[src/rtl/tcto_pkg.sv]
// Package for the timer control and trigger-out block.
// Assumes AXI4-Lite byte addresses of 8 bits and 16-bit registers in the
// low half of each 32-bit word.
package tcto_pkg;
  // Register byte offsets
  localparam logic [7:0] OFF_CTRL1 = 8'h00;
  localparam logic [7:0] OFF_CTRL2 = 8'h04;
  localparam logic [7:0] OFF_RELOAD = 8'h08;
  localparam logic [7:0] OFF_RELOAD_ACT = 8'h0c;
  localparam logic [7:0] OFF_EVENT = 8'h10;
  localparam logic [7:0] OFF_STATUS = 8'h14;
  localparam logic [7:0] OFF_MASK = 8'h18;
  localparam logic [7:0] OFF_SLAVE = 8'h1c;

  // timer_control_one fields
  localparam int BIT_RUN = 0;
  localparam int BIT_INHIBIT = 1;
  localparam int BIT_URS = 2;
  localparam int BIT_ONE_SHOT = 3;
  localparam int BIT_RELOAD_BUF = 7;
  localparam int DIV_LSB = 8;
  // master_trigger_control field
  localparam int TSEL_LSB = 4;
  // Event register: update_force_bit
  localparam int BIT_FORCE = 0;
  // Status and mask layout
  localparam int ST_UPDATE = 0;
  localparam int ST_TRIG_START = 1;
  localparam int ST_ONE_SHOT = 2;
  localparam int STATUS_W = 3;

  localparam logic [15:0] CTRL1_MASK = 16'h038f;
  localparam logic [15:0] CTRL2_MASK = 16'h0070;
  localparam logic [15:0] SLAVE_MASK = 16'h0007;
  localparam logic [15:0] CTRL1_RESET = 16'h0000;
  localparam logic [15:0] CTRL2_RESET = 16'h0000;
  localparam logic [15:0] RELOAD_RESET = 16'h0000;
  localparam logic [2:0] SLAVE_RESET = 3'h0;

  localparam logic [2:0] SFS_TRIGGER = 3'h6;
  localparam logic [2:0] TSEL_RESET = 3'h0;
  localparam logic [2:0] TSEL_ENABLE = 3'h1;
  localparam logic [2:0] TSEL_UPDATE = 3'h2;
  localparam logic [2:0] TSEL_MATCH = 3'h3;
  localparam logic [1:0] DIV_ONE = 2'h0;
  localparam logic [1:0] DIV_TWO = 2'h1;
  localparam logic [1:0] DIV_FOUR = 2'h2;

  localparam logic [1:0] RESP_OKAY = 2'h0;
  localparam logic [1:0] RESP_SLVERR = 2'h2;

  // Byte-lane merge of a 16-bit register with bus write data
  function automatic logic [15:0] merge16(input logic [15:0] old_v,
                                          input logic [15:0] new_v,
                                          input logic [1:0] strb);
    merge16 = {strb[1] ? new_v[15:8] : old_v[15:8],
               strb[0] ? new_v[7:0] : old_v[7:0]};
  endfunction
endpackage

[src/rtl/tcto_sample_if.sv]
// Link between the control block and the sampling-period divider.
// Assumes both ends run on the same timer clock.
`timescale 1ns/1ps
`default_nettype none
interface tcto_sample_if;
  logic [1:0] divide;
  logic tick;
  modport ctrl (output divide, input tick);
  modport div (input divide, output tick);
endinterface
`default_nettype wire

[src/rtl/tcto_ctrl.sv]
// Timer run control, update-event gating, reload buffer and trigger out.
// Assumes an AXI4-Lite master and counter, slave and channel logic on
// the same timer clock; their event inputs are one-cycle pulses.
// Functional notes
// - Trigger operation lets hardware set run enable with no software write.
// - With reload buffer on, each update event loads the buffered reload value; the divide code applies at once.
// - Inhibit clear: wrap, force bit or slave update make an update event.
// - Request source one: only counter wrap raises an update request.
// - One-shot: an update event clears run enable unless a trigger start sets it in the same cycle.
// - Reload buffer off: writes apply at once; on: at next update event.
// - Sample period divide: one, two or four clocks; code 11 reserved.
// - Trigger select 000 reset, 001 run enable, 010 update event.
// - Trigger select 011 pulses when a channel match flag gets set.
// - Trigger select 100 to 111 route compare reference of channel 1 to 4.
// - Trigger operation: rising trigger input edge starts the counter.
//
// Register access over AXI4-Lite was chosen for this implementation.
`timescale 1ns/1ps
`default_nettype none
module tcto_ctrl import tcto_pkg::*; (
  input wire logic clk_sys,
  input wire logic rst,
  input wire logic [7:0] s_axi_awaddr,
  input wire logic s_axi_awvalid,
  output logic s_axi_awready,
  input wire logic [31:0] s_axi_wdata,
  input wire logic [3:0] s_axi_wstrb,
  input wire logic s_axi_wvalid,
  output logic s_axi_wready,
  output logic [1:0] s_axi_bresp,
  output logic s_axi_bvalid,
  input wire logic s_axi_bready,
  input wire logic [7:0] s_axi_araddr,
  input wire logic s_axi_arvalid,
  output logic s_axi_arready,
  output logic [31:0] s_axi_rdata,
  output logic [1:0] s_axi_rresp,
  output logic s_axi_rvalid,
  input wire logic s_axi_rready,
  input wire logic counter_wrap,
  input wire logic slave_update,
  input wire logic counter_reset,
  input wire logic trigger_input,
  input wire logic [3:0] channel_match_set,
  input wire logic [3:0] compare_reference,
  output logic counter_run_enable,
  output logic update_event,
  output logic update_request,
  output logic [15:0] reload_active,
  output logic [2:0] slave_function_select,
  output logic filter_sample_tick,
  output logic trigger_output,
  output logic irq
);
  logic aw_have_reg, aw_have_next, w_have_reg, w_have_next;
  logic [7:0] awaddr_reg, awaddr_next;
  logic [15:0] wdata_reg, wdata_next;
  logic [1:0] wstrb_reg, wstrb_next;
  logic [2:0] wbits_reg, wbits_next;
  logic bvalid_reg, bvalid_next, rvalid_reg, rvalid_next;
  logic [1:0] bresp_reg, bresp_next, rresp_reg, rresp_next;
  logic [15:0] rdata_reg, rdata_next;
  logic [15:0] ctrl1_reg, ctrl1_next, ctrl2_reg, ctrl2_next;
  logic [2:0] slave_reg, slave_next;
  logic [15:0] reload_buf_reg, reload_buf_next;
  logic [15:0] reload_act_reg, reload_act_next;
  logic [STATUS_W-1:0] status_reg, status_next, mask_reg, mask_next;
  logic [STATUS_W-1:0] events;
  logic trig_prev_reg, trig_prev_next;
  logic ue_reg, ue_next, req_reg, req_next, trg_reg, trg_next;
  logic do_write, force_upd, reload_wr, trig_rise, trig_start;
  logic ue_now, req_now, one_shot_stop;
  logic [15:0] reload_wr_val;
  logic [2:0] tsel;
  tcto_sample_if sif ();

  assign tsel = ctrl2_reg[TSEL_LSB +: 3];
  assign trig_rise = trigger_input && !trig_prev_reg;
  assign trig_start = (slave_reg == SFS_TRIGGER) && trig_rise;
  assign do_write = aw_have_reg && w_have_reg && !bvalid_reg;
  assign force_upd = do_write && (awaddr_reg == OFF_EVENT) &&
                     wstrb_reg[0] && wdata_reg[BIT_FORCE];
  assign reload_wr = do_write && (awaddr_reg == OFF_RELOAD);
  assign reload_wr_val = merge16(reload_buf_reg, wdata_reg, wstrb_reg);
  assign ue_now = !ctrl1_reg[BIT_INHIBIT] &&
                  (counter_wrap || force_upd || slave_update);
  assign req_now = ue_now && (!ctrl1_reg[BIT_URS] || counter_wrap);
  assign one_shot_stop = ue_now && ctrl1_reg[BIT_ONE_SHOT];
  assign events = {one_shot_stop, trig_start, req_now};

  always_comb begin
    aw_have_next = aw_have_reg;
    awaddr_next = awaddr_reg;
    w_have_next = w_have_reg;
    wdata_next = wdata_reg;
    wstrb_next = wstrb_reg;
    wbits_next = wbits_reg;
    bvalid_next = bvalid_reg;
    bresp_next = bresp_reg;
    rvalid_next = rvalid_reg;
    rresp_next = rresp_reg;
    rdata_next = rdata_reg;
    ctrl1_next = ctrl1_reg;
    ctrl2_next = ctrl2_reg;
    slave_next = slave_reg;
    reload_buf_next = reload_buf_reg;
    reload_act_next = reload_act_reg;
    status_next = status_reg;
    mask_next = mask_reg;
    trig_prev_next = trigger_input;
    if (s_axi_awvalid && !aw_have_reg) begin
      aw_have_next = 1'b1;
      awaddr_next = s_axi_awaddr;
    end
    if (s_axi_wvalid && !w_have_reg) begin
      w_have_next = 1'b1;
      wdata_next = s_axi_wdata[15:0];
      wstrb_next = s_axi_wstrb[1:0];
      wbits_next = s_axi_wdata[2:0];
    end
    if (bvalid_reg && s_axi_bready) begin
      bvalid_next = 1'b0;
    end
    // Update event reloads the active copy before any write lands
    if (ue_now && ctrl1_reg[BIT_RELOAD_BUF]) begin
      reload_act_next = reload_buf_reg;
    end
    if (do_write) begin
      aw_have_next = 1'b0;
      w_have_next = 1'b0;
      bvalid_next = 1'b1;
      bresp_next = RESP_OKAY;
      if (awaddr_reg == OFF_CTRL1) begin
        ctrl1_next = merge16(ctrl1_reg, wdata_reg, wstrb_reg) &
                     CTRL1_MASK;
      end else if (awaddr_reg == OFF_CTRL2) begin
        ctrl2_next = merge16(ctrl2_reg, wdata_reg, wstrb_reg) &
                     CTRL2_MASK;
      end else if (awaddr_reg == OFF_RELOAD) begin
        reload_buf_next = reload_wr_val;
        if (!ctrl1_reg[BIT_RELOAD_BUF]) begin
          reload_act_next = reload_wr_val;
        end
      end else if (awaddr_reg == OFF_STATUS) begin
        if (wstrb_reg[0]) begin
          status_next = status_reg & ~wbits_reg;
        end
      end else if (awaddr_reg == OFF_MASK) begin
        if (wstrb_reg[0]) begin
          mask_next = wbits_reg;
        end
      end else if (awaddr_reg == OFF_SLAVE) begin
        if (wstrb_reg[0]) begin
          slave_next = wbits_reg;
        end
      end else if (awaddr_reg != OFF_EVENT &&
                   awaddr_reg != OFF_RELOAD_ACT) begin
        bresp_next = RESP_SLVERR;
      end
    end
    // Hardware wins over a software write in the same cycle
    if (one_shot_stop) begin
      ctrl1_next[BIT_RUN] = 1'b0;
    end
    if (trig_start) begin
      ctrl1_next[BIT_RUN] = 1'b1;
    end
    status_next = status_next | events;
    if (s_axi_arvalid && !rvalid_reg) begin
      rvalid_next = 1'b1;
      rresp_next = RESP_OKAY;
      if (s_axi_araddr == OFF_CTRL1) begin
        rdata_next = ctrl1_reg;
      end else if (s_axi_araddr == OFF_CTRL2) begin
        rdata_next = ctrl2_reg;
      end else if (s_axi_araddr == OFF_RELOAD) begin
        rdata_next = reload_buf_reg;
      end else if (s_axi_araddr == OFF_RELOAD_ACT) begin
        rdata_next = reload_act_reg;
      end else if (s_axi_araddr == OFF_EVENT) begin
        rdata_next = 16'h0000;
      end else if (s_axi_araddr == OFF_STATUS) begin
        rdata_next = {13'h0000, status_reg};
      end else if (s_axi_araddr == OFF_MASK) begin
        rdata_next = {13'h0000, mask_reg};
      end else if (s_axi_araddr == OFF_SLAVE) begin
        rdata_next = {13'h0000, slave_reg} & SLAVE_MASK;
      end else begin
        rdata_next = 16'h0000;
        rresp_next = RESP_SLVERR;
      end
    end else if (rvalid_reg && s_axi_rready) begin
      rvalid_next = 1'b0;
    end
    ue_next = ue_now;
    req_next = req_now;
    case (tsel)
      TSEL_RESET: trg_next = counter_reset;
      TSEL_ENABLE: trg_next = ctrl1_reg[BIT_RUN];
      TSEL_UPDATE: trg_next = ue_now;
      TSEL_MATCH: trg_next = |channel_match_set;
      default: trg_next = compare_reference[tsel[1:0]];
    endcase
  end

  always_ff @(posedge clk_sys) begin
    if (rst) begin
      aw_have_reg <= 1'b0;
      awaddr_reg <= 8'h00;
      w_have_reg <= 1'b0;
      wdata_reg <= 16'h0000;
      wstrb_reg <= 2'h0;
      wbits_reg <= 3'h0;
      bvalid_reg <= 1'b0;
      bresp_reg <= RESP_OKAY;
      rvalid_reg <= 1'b0;
      rresp_reg <= RESP_OKAY;
      rdata_reg <= 16'h0000;
      ctrl1_reg <= CTRL1_RESET;
      ctrl2_reg <= CTRL2_RESET;
      slave_reg <= SLAVE_RESET;
      reload_buf_reg <= RELOAD_RESET;
      reload_act_reg <= RELOAD_RESET;
      status_reg <= 3'h0;
      mask_reg <= 3'h0;
      trig_prev_reg <= 1'b0;
      ue_reg <= 1'b0;
      req_reg <= 1'b0;
      trg_reg <= 1'b0;
    end else begin
      aw_have_reg <= aw_have_next;
      awaddr_reg <= awaddr_next;
      w_have_reg <= w_have_next;
      wdata_reg <= wdata_next;
      wstrb_reg <= wstrb_next;
      wbits_reg <= wbits_next;
      bvalid_reg <= bvalid_next;
      bresp_reg <= bresp_next;
      rvalid_reg <= rvalid_next;
      rresp_reg <= rresp_next;
      rdata_reg <= rdata_next;
      ctrl1_reg <= ctrl1_next;
      ctrl2_reg <= ctrl2_next;
      slave_reg <= slave_next;
      reload_buf_reg <= reload_buf_next;
      reload_act_reg <= reload_act_next;
      status_reg <= status_next;
      mask_reg <= mask_next;
      trig_prev_reg <= trig_prev_next;
      ue_reg <= ue_next;
      req_reg <= req_next;
      trg_reg <= trg_next;
    end
  end

  assign sif.divide = ctrl1_reg[DIV_LSB +: 2];
  tcto_sample_div u_div (
    .clk_sys(clk_sys),
    .rst(rst),
    .sif(sif)
  );

  assign s_axi_awready = !aw_have_reg;
  assign s_axi_wready = !w_have_reg;
  assign s_axi_bvalid = bvalid_reg;
  assign s_axi_bresp = bresp_reg;
  assign s_axi_arready = !rvalid_reg;
  assign s_axi_rvalid = rvalid_reg;
  assign s_axi_rresp = rresp_reg;
  assign s_axi_rdata = {16'h0000, rdata_reg};
  assign counter_run_enable = ctrl1_reg[BIT_RUN];
  // One cycle late, so prescaler and compare loads see a clean strobe
  assign update_event = ue_reg;
  assign update_request = req_reg;
  assign reload_active = reload_act_reg;
  assign slave_function_select = slave_reg;
  assign filter_sample_tick = sif.tick;
  assign trigger_output = trg_reg;
  assign irq = |(status_reg & mask_reg);

  property p_update_on_wrap;
    @(posedge clk_sys) disable iff (rst)
      (!ctrl1_reg[BIT_INHIBIT] && counter_wrap) |=> update_event;
  endproperty
  a_update_on_wrap: assert property (p_update_on_wrap)
    else $error("wrap did not give an update event");

  property p_inhibit;
    @(posedge clk_sys) disable iff (rst)
      ctrl1_reg[BIT_INHIBIT] |=> !update_event;
  endproperty
  a_inhibit: assert property (p_inhibit)
    else $error("update event while inhibited");

  property p_req_source;
    @(posedge clk_sys) disable iff (rst)
      (ctrl1_reg[BIT_URS] && !counter_wrap) |=> !update_request;
  endproperty
  a_req_source: assert property (p_req_source)
    else $error("update request from a non-wrap source");

  property p_one_shot;
    @(posedge clk_sys) disable iff (rst)
      (ue_now && ctrl1_reg[BIT_ONE_SHOT] && !trig_start)
        |=> !counter_run_enable;
  endproperty
  a_one_shot: assert property (p_one_shot)
    else $error("one-shot did not stop the counter");

  property p_trig_start;
    @(posedge clk_sys) disable iff (rst)
      (slave_function_select == SFS_TRIGGER && !trigger_input
       ##1 slave_function_select == SFS_TRIGGER && trigger_input)
        |=> counter_run_enable;
  endproperty
  a_trig_start: assert property (p_trig_start)
    else $error("trigger edge did not start the counter");

  property p_reload_now;
    @(posedge clk_sys) disable iff (rst)
      (reload_wr && !ctrl1_reg[BIT_RELOAD_BUF])
        |=> reload_active == $past(reload_wr_val);
  endproperty
  a_reload_now: assert property (p_reload_now)
    else $error("unbuffered reload write not applied");

  property p_reload_buffered;
    @(posedge clk_sys) disable iff (rst)
      (ue_now && ctrl1_reg[BIT_RELOAD_BUF])
        |=> reload_active == $past(reload_buf_reg) && update_event;
  endproperty
  a_reload_buffered: assert property (p_reload_buffered)
    else $error("update event did not load the reload value");

  property p_trg_enable;
    @(posedge clk_sys) disable iff (rst)
      (tsel == TSEL_ENABLE) |=> trigger_output == $past(counter_run_enable);
  endproperty
  a_trg_enable: assert property (p_trg_enable)
    else $error("trigger output does not follow run enable");

  property p_trg_match;
    @(posedge clk_sys) disable iff (rst)
      (tsel == TSEL_MATCH && |channel_match_set) |=> trigger_output;
  endproperty
  a_trg_match: assert property (p_trg_match)
    else $error("no trigger pulse on channel match");

  property p_trg_ref;
    @(posedge clk_sys) disable iff (rst)
      tsel[2] |=> trigger_output == $past(compare_reference[tsel[1:0]]);
  endproperty
  a_trg_ref: assert property (p_trg_ref)
    else $error("trigger output does not follow compare reference");

  property p_reserved;
    @(posedge clk_sys) disable iff (rst)
      (s_axi_arvalid && s_axi_arready &&
       (s_axi_araddr == OFF_CTRL1 || s_axi_araddr == OFF_CTRL2))
        |=> (s_axi_rdata[15:0] & ~($past(s_axi_araddr) == OFF_CTRL1 ?
             CTRL1_MASK : CTRL2_MASK)) == 16'h0000;
  endproperty
  a_reserved: assert property (p_reserved)
    else $error("reserved control bit is set");
endmodule
`default_nettype wire

[src/rtl/tcto_sample_div.sv]
// Divider giving one tick per filter sampling period.
// Assumes the divide code comes straight from the control register.
`timescale 1ns/1ps
`default_nettype none
module tcto_sample_div import tcto_pkg::*; (
  input wire logic clk_sys,
  input wire logic rst,
  tcto_sample_if.div sif
);
  logic [1:0] cnt_reg, cnt_next;
  logic tick_reg, tick_next;
  logic [1:0] limit;

  // Reserved code 11 falls back to one clock per period
  always_comb begin
    if (sif.divide == DIV_TWO) begin
      limit = 2'h1;
    end else if (sif.divide == DIV_FOUR) begin
      limit = 2'h3;
    end else begin
      limit = 2'h0;
    end
    if (cnt_reg >= limit) begin
      cnt_next = 2'h0;
      tick_next = 1'b1;
    end else begin
      cnt_next = cnt_reg + 2'h1;
      tick_next = 1'b0;
    end
  end

  always_ff @(posedge clk_sys) begin
    if (rst) begin
      cnt_reg <= 2'h0;
      tick_reg <= 1'b0;
    end else begin
      cnt_reg <= cnt_next;
      tick_reg <= tick_next;
    end
  end

  assign sif.tick = tick_reg;

  property p_div_one;
    @(posedge clk_sys) disable iff (rst)
      (sif.divide == DIV_ONE) [*2] |=> sif.tick;
  endproperty
  a_div_one: assert property (p_div_one)
    else $error("sample tick missing at divide by one");

  property p_div_two;
    @(posedge clk_sys) disable iff (rst)
      (sif.tick && sif.divide == DIV_TWO) |=> !sif.tick;
  endproperty
  a_div_two: assert property (p_div_two)
    else $error("sample tick too often at divide by two");
endmodule
`default_nettype wire

[config.mk]
export PLATFORM = sky130hd
export DESIGN_NAME = tcto_ctrl
export DESIGN_NICKNAME = d
export VERILOG_FILES = /design/src/rtl/tcto_pkg.sv /design/src/rtl/tcto_sample_if.sv /design/src/rtl/tcto_ctrl.sv /design/src/rtl/tcto_sample_div.sv
export SDC_FILE = /design/constraint.sdc
export NUM_CORES = 1
export LEC_CHECK = 0
export BUFFER_PORTS_ARGS = -buffer_cell sky130_fd_sc_hd__buf_2
export CAP_MARGIN = 10
export CORE_ASPECT_RATIO = 0.8
export CORE_MARGIN = 3
export CORE_UTILIZATION = 47
export DETAILED_ROUTE_END_ITERATION = 10
export PLACE_DENSITY_LB_ADDON = 0.15
export SYNTH_ARGS = -nofsm -noshare
export SYNTH_HDL_FRONTEND = slang
export SYNTH_SLANG_ARGS = --single-unit
[constraint.sdc]
create_clock -name clk_sys -period 1.9 [get_ports clk_sys]
set_clock_uncertainty 0.2 [all_clocks]
set_input_delay 0.095 -clock clk_sys [delete_from_list [all_inputs] [get_ports clk_sys]]
set_output_delay 0.095 -clock clk_sys [all_outputs]
set_load 0.05 [all_outputs]
==> flow_summary.yaml, run 1 <==
clocking:
  hold_buffers: 40
  cts_root_buf: "clkbuf_16"
  clkLatencyLatePin_ns: 0.35
  ctsHtreeMaxLevel: 3
  clkSinkCount: 106
  path_clk_slew_ns: 0.07
  cts_tree: "built"
  clock_path_buffers: 2
  cts_inserted_buffers: 9
hold_path:
  hold_class: "in2reg"
sta:
  drv_slew: 0
  setup-violations-final: 5
  final_min_period_over_clock_period_pct: 101
  layout_setup_ws_ns: -0.0166
  rsz0062_at_grt: "true"
  tightest_slew_ns: 0.563
  fin_crit_ns: 1.92
  max_freq_mhz: 522
  maxSlewHeadroom_pct: 62.4
  hold_violations: 17
  whs_ns: -0.0403
logic_synthesis:
  synth_top_flop_cell: "dfxtp_1"
  synth_cell_types: 51
  synth_seq_cells: 106
  async_flop_share_pct: 0
  synth_edf_count: 0
  yosysSeqAreaShare_pct: 43.1
  netlist_area_um2: 4920
  yosys_warnings: 0
  syn_area_per_cell_um2: 8.42
  netlist_instances: 585
grt:
  grt_pass1_vias: 4334
  grt_pass1_wl_um: 21800
  antenna_found_initial: 0
  track_usage_pct: 22.9
  grt_max_degree: 29
  overflow: 0
die:
  die_height_um: 97.6
  die-area_um2: 11800
  coreArea_um2: 9930
  start_util_pct: 49.6
  ios: 137
  placementRows: 32
  die-width_um: 120
drt:
  drt_iter0_drc: 310
  drc: 0
  vias: 4572
  wl_per_cell_um: 15.8
  drtAntennaViolNets: 0
  vias_per_cell: 5.26
  first_pass_iters: 4
  drt_wl_total_um: 13800
worst_setup_path:
  worstSetupPathType: "reg2reg"
  worstSetupStartpointType: "flip-flop"
  critical_path_required_ns: 1.97
  endpoint_kind: "flip-flop"
  cp.arrival_ns: 1.99
  crit_path_max_fanout: 8
  r2r_slack_ns: -0.02
placed_design:
  io_buffers: 100
  hpwl_um: 9440
  place_area_um2: 5610
  pre_cts_ws_ns: -0.0391
  gp_congestion: 0.902
final_layout:
  fillCellCount: 838
  antenna-diode-count: 0
  drive_gt1_share_pct: 27.7
  final_net_count: 804
  final_area_um2: 6530
  area_growth_pct: 32.6
power_and_ir_drop:
  p_seq_share_pct: 47.9
  p_leak_uw: 0.00281
  p_per_area_nw_per_um2: 749
  swShare_pct: 25.7
  power_frac_clock_pct: 39.2
  pwr-share-comb_pct: 12.9
  peakVddDrop_mv: 0.573
  p_sw_uw: 1250
  p_int_uw: 3640
run_status:
  violations: "negative hold slack, negative setup slack"
  status: "finished with violations"
run:
  maxCapViolCount: 0
[synthesized netlist by cell type, drive strengths merged (2+ instances only)]
library cell	number	area [um2]
o221ai	5	61.3
a211oi	18	185
nand4	6	43.8
and3	4	25.0
nor3	6	30.0
o21a	3	22.5
buf	31	210
or2	2	12.5
nor2	68	255
nor3b	2	15.0
o22ai	16	100
mux2i	44	440
a311oi	3	26.3
a31oi	4	25.0
a22oi	7	52.6
dfxtp	106	2120
mux2	2	22.5
and4	2	20.0
and2	5	31.3
and3b	3	26.3
ha	3	37.5
nand2b	6	37.5
o21ai	32	160
a21oi	33	165
nand2	83	312
a22o	3	26.3
clkbuf	27	103
inv	28	105
nand3	13	70.1
nor2b	8	52.6
[power by group through the flow]
stage / clock network [uW] / registers (uW) / logic, uW
floorplan: 0 / 2430 / 353
global placement: 0 / 2390 / 522
detailed placement: 0 / 2390 / 529
CTS: 1950 / 2340 / 603
global route: 2040 / 2350 / 681
finish: 1920 / 2340 / 631
[worst paths after layout]
kind | endpoint | start | cells after the start
max | reload_active[11] | awaddr_reg[4] | 6
min | wdata_reg[12] | rst | 2
max reg2reg | reload_active[11] | awaddr_reg[4] | 6
min reg2reg | rdata_reg[4] | rdata_reg[4] | 2
[per-stage QoR]
step                      util (%)  power (uW)  TNS, ns  hold slack (ns)  cells
after detailed placement      56.5        2920   -0.163           0.0815    809
final                         65.8        4890  -0.0502          -0.0403    870
after global placement        56.5        2910        0           0.0772    809
after global routing          65.8        5070   -0.711          -0.0358    870
after floorplan                  -        2780        0          -0.0276    602
after CTS                     63.7        4890        0         0.000541    865
[placed cells by master, fill, tap and decap left out, types with 6 or more instances in the layout]
master,n
nor2_1,68
buf_2,99
a22oi_1,7
o22ai_2,9
dfxtp_1,101
mux2i_1,44
buf_4,32
conb_1,18
o21ai_0,32
a21oi_1,32
nand3_1,11
inv_1,28
dlygate4sd3_1,39
nand2b_1,6
nand2_1,83
a211oi_2,16
nor2b_1,7
clkbuf_16,10
[layout make-up]
type                       instances  area, um2  share of cell area, %
clock buffer                      13        270                   4.14
timing repair buffer             175       1220                   18.7
tap                              136        170                   2.60
sequential                       106       2130                   32.7
multi-input combinational        410       2600                   39.7
clock inverter                     2       35.0                  0.536
inverter                          28        105                   1.61
[logic make-up after synthesis]
group	Yosys count	share of synthesized area (%)
simple gates	214	20.3
compound gates	127	17.3
fa+ha+maj	3	0.762
xor+xnor	1	0.178
buf+inv	86	8.49
flops	106	43.1
mux	47	9.86
other cells	1	0.0761
[per-layer routing]
layer	GRT usage [%]	vias up	part of all wire, %
met5	0	-	0
met4	5.23	0	1.0
met3	4.77	14	6.4
met2	36.3	141	45
met1	32.0	2151	47
li1	-	2266	-
[repair_timing]
action / in CTS / in global routing
cloned: 0 / 1
pin swaps: 1 / 22
gates resized for setup: 3 / 31
setup endpoints to repair: 13 / 27
hold endpoints to repair: 45 / 14
setup buffers: 1 / 5
[critical path, stage by stage (launching register included)]
cell	delay, ns
dfxtp_1	0.48
and3_1	0.29
nand4_4	0.14
o221ai_4	0.27
clkbuf_16	0.23
o22ai_1	0.08
a211oi_2	0.15
Power figures use the tool's default switching activity.
==> inputs of run 2 (changes only) <==
- CELL_PAD_IN_SITES_DETAIL_PLACEMENT: not set -> 1
- CELL_PAD_IN_SITES_GLOBAL_PLACEMENT: not set -> 1
- CORE_UTILIZATION: 47 -> 34
==> flow_summary.yaml, run 2 (synthesis gave the netlist of run 1 again) <==
die:
  die-width_um: 141
  ios: 137
  coreArea_um2: 13900
  die-area_um2: 16000
  die_height_um: 114
  placementRows: 38
  start_util_pct: 35.5
sta:
  max_freq_mhz: 513
  fin_crit_ns: 1.95
  tightest_slew_ns: 0.849
  drv_slew: 0
  hold_violations: 0
  setup-violations-final: 14
  layout_setup_ws_ns: -0.0487
  rsz0062_at_grt: "true"
  final_min_period_over_clock_period_pct: 103
  maxSlewHeadroom_pct: 43.2
worst_setup_path:
  cp.arrival_ns: 2.01
  crit_chain: "nor4_4 > nand4_2 > o221ai_4 > buf_12 > o22ai_1 > a211oi_1"
  cp_slowest_cell: "nor4_4"
  endpoint_kind: "flip-flop"
  path_buf_inv: 1
  cp_slowest_stage_delay_ns: 0.41
  critical_path_required_ns: 1.96
  worstSetupStartpointType: "flip-flop"
  crit_path_max_fanout: 16
  worstSetupPathType: "reg2reg"
  r2r_slack_ns: -0.05
  cp_top_family: "simple AND/OR/NAND/NOR gates"
final_layout:
  drive_gt1_share_pct: 26.7
  area_growth_pct: 33.0
  final_net_count: 809
  final_common_cell: "dfxtp_1"
  antenna-diode-count: 0
  final_cell_mix: "dfxtp_1, buf_2, nand2_1"
  fillCellCount: 1672
grt:
  track_usage_pct: 19.5
  antenna_found_initial: 0
  grt_max_degree: 40
  grt_pass1_vias: 4615
  overflow: 0
  grt_pass1_wl_um: 24800
clocking:
  clkSinkCount: 106
  clock_path_buffers: 2
  clkLatencyLatePin_ns: 0.35
  path_clk_slew_ns: 0.07
  ctsHtreeMaxLevel: 3
  cts_root_buf: "clkbuf_16"
  cts_inserted_buffers: 9
  cts_tree: "built"
power_and_ir_drop:
  peakVddDrop_mv: 0.475
  p_leak_uw: 0.00283
  p_per_area_nw_per_um2: 749
  total_power_uw: 4910
run_status:
  violations: "negative setup slack"
  status: "finished with violations"
placed_design:
  hpwl_um: 11200
  io_buffers: 100
  pre_cts_ws_ns: -0.0460
  gp_congestion: 0.758
drt:
  drt_wl_total_um: 15500
  drc: 0
  wl_per_cell_um: 16.9
  first_pass_iters: 4
  drtAntennaViolNets: 0
  vias: 4587
  vias_per_cell: 4.99
  drt_iter0_drc: 200
run:
  maxCapViolCount: 0
hold_path:
  hold_class: "in2reg"
==> run 2: cell count changes in the layout (fill, tap and decap cells not counted), moves of 3 or more <==
cell      delta
o22ai_1     +10
o22ai_2      -8
a211oi_1     +3
a211oi_2     -3
==> run 2: per-layer routing <==
layer | up-vias | wire (um) | part of all wire [%] | GRT usage, %
met4 | 0 | 201 | 1.3 | 5.10
li1 | 2275 | - | - | -
met3 | 14 | 675 | 4.3 | 4.36
met1 | 2201 | 7680 | 49 | 27.4
met2 | 97 | 6970 | 45 | 30.5
met5 | - | 0 | 0 | 0
==> run 2: through the flow <==
stage | instances | hold WS (ns) | setup TNS [ns] | util, % | area (um2)
after detailed placement | 860 | 0.0907 | -0.268 | 41.3 | 5730
after floorplan | 602 | -0.0276 | 0 | - | 4990
after global placement | 860 | 0.0803 | 0 | 41.3 | 5730
after global routing | 919 | 0.0389 | -1.69 | 47.2 | 6550
after CTS | 914 | -0.0927 | -0.0319 | 46.3 | 6430
final | 919 | 0.0119 | -0.247 | 47.2 | 6550
==> run 2: area by class of cell <==
cell class                 count  area, um2  share of cell area [%]
inverter                      28        105                    1.60
multi-input combinational    410       2520                    38.5
sequential                   106       2130                    32.5
tap                          180        225                    3.44
timing repair buffer         180       1270                    19.4
clock inverter                 2       37.5                   0.573
clock buffer                  13        260                    3.97
==> run 2: timing repair <==
action                                  4_1_cts  5_1_grt
hold endpoints to repair                     38       22
setup buffers                                 0        4
pin swaps                                     4        6
gates resized for setup                       4       21
hold buffers                                 39        2
endpoints found under the setup margin       27       38
==> run 2: worst paths after layout <==
check / start / endpoint / cells after the start
max: awaddr_reg[3] / reload_active[0] / 6
min: s_axi_araddr[6] / s_axi_rresp[1] / 5
min reg2reg: rdata_reg[5] / rdata_reg[5] / 2
max reg2reg: awaddr_reg[3] / reload_active[0] / 6
==> run 2: power breakdown <==
group          total, uW  internal (uW)  switching [uW]
Clock               1910           1090             823
Combinational        654            242             412
Sequential          2340           2280            62.1
Total               4910           3610            1300
==> run 2: tightest hold or removal path, cell delays in order <==
cell and delay [ns]:
buf_2 0.08, nor3_1 0.04, nand2_1 0.14, nor2_1 0.06, nor3_1 0.11
